## config.mk

```make
export PLATFORM = sky130hd
export DESIGN_NAME = icwl_loader
export DESIGN_NICKNAME = d
export VERILOG_FILES = /design/src/inc/icwl_pkg.sv /design/src/inc/icwl_dec_if.sv /design/src/logic/icwl_loader.sv /design/src/logic/icwl_decode.sv
export VERILOG_INCLUDE_DIRS = /design/src /design/src/inc
export SDC_FILE = /design/constraint.sdc
export NUM_CORES = 1
export LEC_CHECK = 0
export BUFFER_PORTS_ARGS = -buffer_cell sky130_fd_sc_hd__buf_2
export CORE_MARGIN = 4
export CORE_UTILIZATION = 57
export CTS_CLUSTER_DIAMETER = 50
export DETAILED_ROUTE_END_ITERATION = 7
export GPL_TIMING_DRIVEN = 0
export PLACE_DENSITY = 0.91
export SLEW_MARGIN = 20
export SYNTH_ARGS = -nofsm -noshare
export SYNTH_HDL_FRONTEND = slang
export SYNTH_HIERARCHICAL = 1
export SYNTH_SLANG_ARGS = --single-unit
```

## constraint.sdc

```tcl
create_clock -name clk -period 3.3 [get_ports clk]
set_input_delay 0.165 -clock clk [delete_from_list [all_inputs] [get_ports clk]]
set_output_delay 0.165 -clock clk [all_outputs]
set_load 0.005 [all_outputs]
```

## src/inc/icwl_map.svh

```systemverilog
// constants for the init control word loader: offsets, field positions, defaults
// assumes inclusion by bare name from the design files
`ifndef ICWL_MAP_SVH
`define ICWL_MAP_SVH

// nvm word offsets of the control word
`define ICWL_OFS_SECOND_PORT 8'h14
`define ICWL_OFS_FIRST_PORT 8'h24

// field positions inside the word
`define ICWL_BIT_ENERGY_SRC 15
`define ICWL_BIT_SFP_EN 14
`define ICWL_BIT_FLASH_DIS 13
`define ICWL_INTPIN_HI 12
`define ICWL_INTPIN_LO 11
`define ICWL_BIT_APM_EN 10
`define ICWL_LINK_HI 9
`define ICWL_LINK_LO 8

// documented defaults, held until a good read or a register write of the word
`define ICWL_DEF_ENERGY_SRC 1'h0
`define ICWL_DEF_SFP_EN 1'h0
`define ICWL_DEF_FLASH_DIS 1'h1
`define ICWL_DEF_INTPIN_FIRST 2'h0
`define ICWL_DEF_INTPIN_SECOND 2'h1
`define ICWL_DEF_APM_EN 1'h1
`define ICWL_DEF_LINK_MODE 2'h0

// register port map (software view)
`define ICWL_REG_WORD_SECOND 8'h14
`define ICWL_REG_WORD_FIRST 8'h24
`define ICWL_REG_STATUS 8'h30
`define ICWL_REG_CTRL 8'h34

// positions in target registers
`define ICWL_CTRL_EXT_SFP_BIT 25
`define ICWL_CTRL_APM_BIT 6
`define ICWL_WAKE_APM_BIT 0

`endif

```

## src/inc/icwl_pkg.sv

```systemverilog
// types shared by the init control word loader files
// assumes icwl_map.svh is on the include path
package icwl_pkg;
   typedef enum logic [1:0] {
      ICWL_LINK_COPPER = 2'h0,
      ICWL_LINK_SERDES_LEGACY = 2'h1,
      ICWL_LINK_SGMII = 2'h2,
      ICWL_LINK_SERDES = 2'h3
   } icwl_link_t;

   typedef struct packed {
      logic energy_src;
      logic sfp_en;
      logic flash_dis;
      logic [1:0] intpin;
      logic apm_en;
      icwl_link_t link_mode;
   } icwl_cfg_t;
endpackage

```

## src/inc/icwl_dec_if.sv

```systemverilog
// carrier between the loader top and its per-port word decoder
// assumes one instance per port, same clock
`timescale 1ns/1ps
`default_nettype none
interface icwl_dec_if;
   logic [15:0] word;
   logic single_port;
   logic is_first;
   icwl_pkg::icwl_cfg_t cfg;
   modport top (output word, output single_port, output is_first, input cfg);
   modport dec (input word, input single_port, input is_first, output cfg);
endinterface
`default_nettype wire

```

## src/logic/icwl_loader.sv

```systemverilog
// init control word loader: catches the two per-port words from nvm, applies defaults
// assumes nvm reader presents word, word offset and a one-cycle valid pulse
`timescale 1ns/1ps
`default_nettype none
`include "icwl_map.svh"
module icwl_loader (
   input wire logic clk,
   input wire logic rstn,
   // nvm reader side
   input wire logic nvm_valid,
   input wire logic nvm_ok,
   input wire logic [7:0] nvm_offset,
   input wire logic [15:0] nvm_word,
   // port enables, from straps outside this clock
   input wire logic first_port_en,
   input wire logic second_port_en,
   // register port
   input wire logic [7:0] reg_addr,
   input wire logic [15:0] reg_wdata,
   input wire logic reg_wr,
   input wire logic reg_rd,
   output logic [15:0] reg_rdata,
   // external loss of signal pins and serdes idle inputs, async
   input wire logic first_loss_of_signal_input,
   input wire logic second_loss_of_signal_input,
   input wire logic first_serdes_idle,
   input wire logic second_serdes_idle,
   // first port outputs
   output logic first_connection_energy_source,
   output logic first_signal_detect,
   output logic first_ctrl_ext_sfp_en,
   output logic first_sfp_pad_isolate,
   output logic first_flash_disable,
   output logic first_flash_bar_en,
   output logic [1:0] first_int_pin,
   output logic first_ctrl_apm,
   output logic first_wake_power_mgmt_enable,
   output logic [1:0] first_link_mode,
   output logic first_loaded,
   // second port outputs, plus the unused first port dummy
   output logic second_connection_energy_source,
   output logic second_signal_detect,
   output logic second_ctrl_ext_sfp_en,
   output logic second_sfp_pad_isolate,
   output logic second_flash_disable,
   output logic second_flash_bar_en,
   output logic [1:0] second_int_pin,
   output logic first_dummy_unused_never,
   output logic second_ctrl_apm,
   output logic second_wake_power_mgmt_enable,
   output logic [1:0] second_link_mode,
   output logic second_loaded
);
   // ==========================================================
   // input synchronisers
   logic [1:0] en_s1_r;
   logic [1:0] en_s2_r;
   logic [1:0] los_s1_r;
   logic [1:0] los_s2_r;
   logic [1:0] idle_s1_r;
   logic [1:0] idle_s2_r;
   always_ff @(posedge clk or negedge rstn) begin
      if (!rstn) begin
         en_s1_r <= 2'h0;
         en_s2_r <= 2'h0;
         los_s1_r <= 2'h0;
         los_s2_r <= 2'h0;
         idle_s1_r <= 2'h0;
         idle_s2_r <= 2'h0;
      end else begin
         en_s1_r <= {second_port_en, first_port_en};
         en_s2_r <= en_s1_r;
         los_s1_r <= {second_loss_of_signal_input, first_loss_of_signal_input};
         los_s2_r <= los_s1_r;
         idle_s1_r <= {second_serdes_idle, first_serdes_idle};
         idle_s2_r <= idle_s1_r;
      end
   end
   // only one of the two ports enabled
   wire single_port = en_s2_r[0] ^ en_s2_r[1];

   // ==========================================================
   // word capture, index 0 first port, 1 second port
   logic [15:0] word_r [2];
   logic [1:0] loaded_r;
   wire [1:0] nvm_hit;
   assign nvm_hit[0] = nvm_valid && nvm_ok && (nvm_offset == `ICWL_OFS_FIRST_PORT);
   assign nvm_hit[1] = nvm_valid && nvm_ok && (nvm_offset == `ICWL_OFS_SECOND_PORT);
   wire [1:0] reg_hit;
   assign reg_hit[0] = reg_wr && (reg_addr == `ICWL_REG_WORD_FIRST);
   assign reg_hit[1] = reg_wr && (reg_addr == `ICWL_REG_WORD_SECOND);
   wire reload = reg_wr && (reg_addr == `ICWL_REG_CTRL) && reg_wdata[0];

   icwl_pkg::icwl_cfg_t cfg [2];
   icwl_pkg::icwl_cfg_t eff [2];
   logic [1:0] sdet;

   genvar g;
   generate
      for (g = 0; g < 2; g++) begin : g_port
         icwl_dec_if dif ();
         assign dif.word = word_r[g];
         assign dif.single_port = single_port;
         assign dif.is_first = (g == 0);
         icwl_decode u_dec (
            .d(dif.dec)
         );
         assign cfg[g] = dif.cfg;
         assign eff[g] = loaded_r[g] ? cfg[g] : icwl_pkg::icwl_cfg_t'{
            energy_src: `ICWL_DEF_ENERGY_SRC,
            sfp_en: `ICWL_DEF_SFP_EN,
            flash_dis: `ICWL_DEF_FLASH_DIS,
            intpin: (single_port || dif.is_first) ? `ICWL_DEF_INTPIN_FIRST
               : `ICWL_DEF_INTPIN_SECOND,
            apm_en: `ICWL_DEF_APM_EN,
            link_mode: icwl_pkg::icwl_link_t'(`ICWL_DEF_LINK_MODE)};
         assign sdet[g] = eff[g].energy_src ? ~los_s2_r[g] : ~idle_s2_r[g];
         always_ff @(posedge clk or negedge rstn) begin
            if (!rstn) begin
               word_r[g] <= 16'h0;
               loaded_r[g] <= 1'b0;
            end else if (nvm_hit[g] || reg_hit[g]) begin
               // a good word in the reload cycle wins, so it is never lost
               word_r[g] <= nvm_hit[g] ? nvm_word : reg_wdata;
               loaded_r[g] <= 1'b1;
            end else if (reload) begin
               loaded_r[g] <= 1'b0;
            end
         end
      end
   endgenerate

   // ==========================================================
   // output registers
   always_ff @(posedge clk or negedge rstn) begin
      if (!rstn) begin
         first_connection_energy_source <= `ICWL_DEF_ENERGY_SRC;
         first_signal_detect <= 1'b0;
         first_ctrl_ext_sfp_en <= `ICWL_DEF_SFP_EN;
         first_sfp_pad_isolate <= 1'b1;
         first_flash_disable <= `ICWL_DEF_FLASH_DIS;
         first_flash_bar_en <= 1'b0;
         first_int_pin <= `ICWL_DEF_INTPIN_FIRST;
         first_ctrl_apm <= `ICWL_DEF_APM_EN;
         first_wake_power_mgmt_enable <= `ICWL_DEF_APM_EN;
         first_link_mode <= `ICWL_DEF_LINK_MODE;
         first_loaded <= 1'b0;
         first_dummy_unused_never <= 1'b0;
      end else begin
         first_connection_energy_source <= eff[0].energy_src;
         first_signal_detect <= sdet[0];
         first_ctrl_ext_sfp_en <= eff[0].sfp_en;
         first_sfp_pad_isolate <= ~eff[0].sfp_en;
         first_flash_disable <= eff[0].flash_dis;
         first_flash_bar_en <= ~eff[0].flash_dis;
         first_int_pin <= eff[0].intpin;
         first_ctrl_apm <= eff[0].apm_en;
         first_wake_power_mgmt_enable <= eff[0].apm_en;
         first_link_mode <= eff[0].link_mode;
         first_loaded <= loaded_r[0];
         first_dummy_unused_never <= 1'b0;
      end
   end

   always_ff @(posedge clk or negedge rstn) begin
      if (!rstn) begin
         second_connection_energy_source <= `ICWL_DEF_ENERGY_SRC;
         second_signal_detect <= 1'b0;
         second_ctrl_ext_sfp_en <= `ICWL_DEF_SFP_EN;
         second_sfp_pad_isolate <= 1'b1;
         second_flash_disable <= `ICWL_DEF_FLASH_DIS;
         second_flash_bar_en <= 1'b0;
         second_int_pin <= `ICWL_DEF_INTPIN_SECOND;
         second_ctrl_apm <= `ICWL_DEF_APM_EN;
         second_wake_power_mgmt_enable <= `ICWL_DEF_APM_EN;
         second_link_mode <= `ICWL_DEF_LINK_MODE;
         second_loaded <= 1'b0;
      end else begin
         second_connection_energy_source <= eff[1].energy_src;
         second_signal_detect <= sdet[1];
         second_ctrl_ext_sfp_en <= eff[1].sfp_en;
         second_sfp_pad_isolate <= ~eff[1].sfp_en;
         second_flash_disable <= eff[1].flash_dis;
         second_flash_bar_en <= ~eff[1].flash_dis;
         second_int_pin <= eff[1].intpin;
         second_ctrl_apm <= eff[1].apm_en;
         second_wake_power_mgmt_enable <= eff[1].apm_en;
         second_link_mode <= eff[1].link_mode;
         second_loaded <= loaded_r[1];
      end
   end

   // ==========================================================
   // register read, data one cycle after strobe
   wire [15:0] status_word = {10'h0, single_port, en_s2_r, 1'b0, loaded_r};
   wire [15:0] rd_mux =
      (reg_addr == `ICWL_REG_WORD_FIRST) ? word_r[0] :
      (reg_addr == `ICWL_REG_WORD_SECOND) ? word_r[1] :
      (reg_addr == `ICWL_REG_STATUS) ? status_word : 16'h0;
   always_ff @(posedge clk or negedge rstn) begin
      if (!rstn) begin
         reg_rdata <= 16'h0;
      end else begin
         reg_rdata <= reg_rd ? rd_mux : 16'h0;
      end
   end
endmodule
`default_nettype wire

```

## src/logic/icwl_decode.sv

```systemverilog
// pure decode of one control word into the controller defaults
// assumes the word is stable, held by the caller
`timescale 1ns/1ps
`default_nettype none
`include "icwl_map.svh"
module icwl_decode (
   icwl_dec_if.dec d
);
   wire [1:0] pin_field = d.word[`ICWL_INTPIN_HI:`ICWL_INTPIN_LO];
   assign d.cfg.intpin = d.single_port ? 2'h0 : pin_field;
   assign d.cfg.energy_src = d.word[`ICWL_BIT_ENERGY_SRC];
   assign d.cfg.sfp_en = d.word[`ICWL_BIT_SFP_EN];
   assign d.cfg.flash_dis = d.word[`ICWL_BIT_FLASH_DIS];
   assign d.cfg.apm_en = d.word[`ICWL_BIT_APM_EN];
   assign d.cfg.link_mode = icwl_pkg::icwl_link_t'(d.word[`ICWL_LINK_HI:`ICWL_LINK_LO]);
endmodule
`default_nettype wire

```

After elaboration in Yosys (flattened, before gate mapping)
Cells that the tools add are included.

storage, ports and cells
  input bits = 60
  logic and storage cells = 73
  bits in registers = 86

operators by class
  equal/unequal tests = 6
  reductions and logical operators = 11
  bitwise gates (word level) = 9
  mux-type cells = 16

operators with widths
  cell                                                                   number
  16-bit 2-to-1 mux                                                      5
  8-bit by 6-bit equality test with 1-bit output, second input constant  4
  8-bit by 5-bit equality test with 1-bit output, second input constant  2
  8-bit 2-to-1 mux                                                       2
  1-bit inverter                                                         8
  1-bit logical AND                                                      7
  1-bit 2-to-1 mux                                                       6
  6-bit 2-to-1 mux                                                       1
  2-bit 2-to-1 mux                                                       2
  2-bit nonzero test                                                     2
  1-bit logical OR                                                       2
  1-bit bitwise XOR                                                      1

Logic depth before layout (Yosys ltp)
  depth after elaboration = 5
  gate-level depth with buffers = 6
  depth with buffers taken out = 4

Cells and area by module
Netlist, hierarchy kept.

by module, submodules not included
  module       cells an instance  area an instance (sq um)  times used
  icwl_loader  368                3,962.6                   1
  icwl_decode  8                  57.6                      2

Least setup slack after synthesis
OpenSTA, ideal clock, no wires.

  path type = input port to flip-flop
  from = in nvm_offset[7]
  to = reg word_r (netlist bit g_port[0].dif.word[15])
  setup slack = 1.668 ns
  required time = 3.218 ns
  data arrival time = 1.550 ns
  cell stages on the path = 6
  buffers on the path = 3
  cells stage by stage = or4_4 -> buf_6 -> or3_4 -> buf_6 -> buf_6 -> a31oi_1

between the ends
  longest elaborated chain between the ends = 3
  elaborated cells between the ends (all ways) = 4
  classes of those cells = eq/ne: 1; mux: 1; reduce/logical: 2

ends and longest elaborated chain
  element                                                            line                                    source
  start, declared                                                    icwl_loader.sv:12                       input wire logic [7:0] nvm_offset,
  8-bit by 6-bit equality test with 1-bit output (no source line) *  n/a
  1-bit logical AND *                                                icwl_loader.sv:87                       assign nvm_hit[0] = nvm_valid && nvm_ok && (nvm_offset == `ICWL_OFS_FIRST_PORT);
  16-bit 2-to-1 mux / 1-bit logical OR (equally long branches)       icwl_loader.sv:124, icwl_loader.sv:122
  end signal, assigned by index                                      icwl_loader.sv:124                      word_r[g] <= nvm_hit[g] ? nvm_word : reg_wdata;
  end, declared                                                      icwl_loader.sv:84                       logic [15:0] word_r [2];

Every way passes the cells marked *; elsewhere a longest branch is shown, timed or not.
A chain may end at the register's enable or synchronous reset.

Worst setup path after layout
  from = in reg_addr[4]
  to = reg reg_rdata[6]

between the ends
  longest elaborated chain between the ends = 4
  elaborated cells between the ends (all ways) = 5
  classes of those cells = eq/ne: 2; mux: 3

ends and longest elaborated chain
  element                                                          line                source
  start, declared                                                  icwl_loader.sv:18   input wire logic [7:0] reg_addr,
  8-bit by 5-bit equality test with 1-bit output (no source line)  n/a
  16-bit 2-to-1 mux                                                icwl_loader.sv:198  (reg_addr == `ICWL_REG_WORD_SECOND) ? word_r[1] :
  16-bit 2-to-1 mux *                                              icwl_loader.sv:197  (reg_addr == `ICWL_REG_WORD_FIRST) ? word_r[0] :
  16-bit 2-to-1 mux *                                              icwl_loader.sv:204  reg_rdata <= reg_rd ? rd_mux : 16'h0;
  end signal, assigned                                             icwl_loader.sv:204
  end, declared                                                    icwl_loader.sv:22   output logic [15:0] reg_rdata,

Marked as above.

==> flow_summary.json <==
{
  "outcome": "finished clean",
  "synthesis.nets": 443,
  "power.leakage_nw": 2.20,
  "initialDrtViolationCount": 526,
  "cp_max_fo": 10,
  "overflow": 0,
  "fill_cells": 516,
  "finalWirelength_um": 12600,
  "clock_skew_ns": 0.0102,
  "place_area_sq_mm": 0.00472,
  "grt_use_total": 0.304,
  "slew_viol_final": 0,
  "finalHoldViolCount": 0,
  "clock_latency_ns": 0.37,
  "fin_crit_ns": 1.81,
  "synth_cells": 383,
  "first_pass_iters": 6,
  "clk_pin_slew_ns": 0.09,
  "insertedDiodeCount": 0,
  "r2r_end": "reg_rdata[5]$_DFF_PN0_",
  "postCtsSetupBuffers": 0,
  "seqCellArea_sq_mm": 0.00216,
  "tns_ns": 0,
  "slew-limit-headroom": 0.534,
  "critPathKind": "in2reg",
  "postRouteAntennaNets": 0,
  "port_buffers": 100,
  "wl_per_cell_um": 20.9,
  "setup_viol": 0,
  "power_per_cell_area_mw_per_mm2": 444,
  "die_h_um": 92.5,
  "min_path_cells": 3,
  "final_cell_area_sq_mm": 0.00499,
  "max_freq_mhz": 551,
  "clockBufferDepth": 2,
  "area_growth_pct": 22.6,
  "rr_worst_depth": 3,
  "via_per_inst": 6.55,
  "antenna_found_initial": 0,
  "globalplace.congestion": 0.964,
  "die_x_um": 92.5,
  "syn_area_sq_mm": 0.00407,
  "p_total_mw": 2.22,
  "end_kind": "flop",
  "tritoncts.num_buffers": 9,
  "die_area_sq_mm": 0.00856,
  "hp-start": "reg_wdata[3]",
  "start_util": 0.593,
  "period_share": 0.550,
  "cp-start-kind": "primary input",
  "hold_ws_ns": 0.0806,
  "worstMarginPinSlew_ns": 0.696,
  "max-cap-violations": 0,
  "synth_warnings": 6,
  "grt_pass1_vias": 3981,
  "nets": 562,
  "tritoncts": "done",
  "reg2reg_from": "en_s2_r[0]$_DFF_PN0_",
  "grt_max_degree": 47,
  "rrSetupSlack_ns": 1.68,
  "crit_required_ns": 3.59,
  "root_buffer": "clkbuf_8",
  "hpwl_um": 8760,
  "rsz0062_at_grt": "no",
  "htree_levels": 3,
  "layout-drive-gt1-share": 0.294,
  "grt_pass1_wl_um": 19900,
  "hp-class": "in2reg",
  "ios": 103,
  "rows": 30,
  "ir_drop_uv": 225,
  "avgSynthCellArea_sq_um": 10.6,
  "core_area_sq_mm": 0.00687,
  "min_to": "g_port[1].dif.word[3]$_DFFE_PN0P_",
  "drc": 0,
  "arrival_ns": 2.10,
  "detailroute.via_count": 3950,
  "clock_sinks": 86,
  "multiInputGateArea_sq_mm": 0.00157
}
-- layer usage --
| metal | share of wire | GRT usage |
|---|---|---|
| met4 | 0.041 | 0.151 |
| met2 | 0.47 | 0.477 |
| met5 | 0 | 0 |
| met3 | 0.12 | 0.0820 |
| met1 | 0.37 | 0.389 |
-- registers in the layout (all words and copies together) (netlist names), 2 cells and up --
signal            cells
g_port.dif.word      32
reg_rdata            16
en_s1_r               2
en_s2_r               2
first_int_pin         2
first_link_mode       2
idle_s1_r             2
idle_s2_r             2
loaded_r              2
los_s1_r              2
los_s2_r              2
second_int_pin        2
second_link_mode      2
-- stage by stage --
stage                     setup WS [ns]   util  cells
after floorplan                    1.67      -    383
after global placement             1.24  0.683    579
after detailed placement           1.23  0.688    580
after CTS                          1.55  0.727    603
after global routing               1.35  0.727    603
final                              1.49  0.727    603
-- critical path: stages --
cell and delay (ns):
buf_2 0.12, clkbuf_1 0.24, nor4b_4 0.66, clkbuf_1 0.55, nand3_1 0.17, a21boi_1 0.20
-- worst max-delay path by stage --
| stage | start | to | slack (ns) | cells past startpoint |
|---|---|---|---|---|
| after floorplan | nvm_offset[7] | g_port[0].dif.word[15]$_DFFE_PN0P_ | 1.67 | 6 |
| after global placement | reg_addr[7] | g_port[1].dif.word[11]$_DFFE_PN0P_ | 1.24 | 6 |
| after detailed placement | reg_addr[7] | reg_rdata[12]$_DFF_PN0_ | 1.23 | 6 |
| after CTS | reg_addr[4] | reg_rdata[6]$_DFF_PN0_ | 1.55 | 6 |
| after global routing | reg_addr[7] | reg_rdata[12]$_DFF_PN0_ | 1.35 | 6 |
| final | reg_addr[4] | reg_rdata[6]$_DFF_PN0_ | 1.49 | 6 |
-- power breakdown --
| group | internal (mW) | switching (mW) | leakage [nW] |
|---|---|---|---|
| clock | 0.371 | 0.394 | 0.0955 |
| sequential | 1.12 | 0.0436 | 1.13 |
| combinational | 0.122 | 0.168 | 0.970 |
| total | 1.61 | 0.605 | 2.20 |
-- repair_timing --
action                                 in CTS  in global routing
endpoints found under the hold margin      40                  0
gates resized for setup                     0                  0
hold buffers                                7                  0
-- cells in the final DEF (no fill, tap or decap), drive strengths merged, types with 6 or more instances in the layout --
cell and n:
a21boi 11, a31oi 32, and2 10, buf 126
clkbuf 46, dfrtp 79, dfstp 7, dlygate4sd3 7
nand2 6, nand2b 9, nand3 22, nand4 32
nor4 32, o31ai 32
-- final cells by class --
type,count,area share
clock buffer,11,0.0283
tap,96,0.0240
buffer,60,0.0644
inverter,5,0.00376
clock inverter,5,0.0118
timing repair buffer,108,0.120
multi-input combinational,232,0.315
sequential,86,0.433
Note: power is estimated with default switching activity, not from simulation.
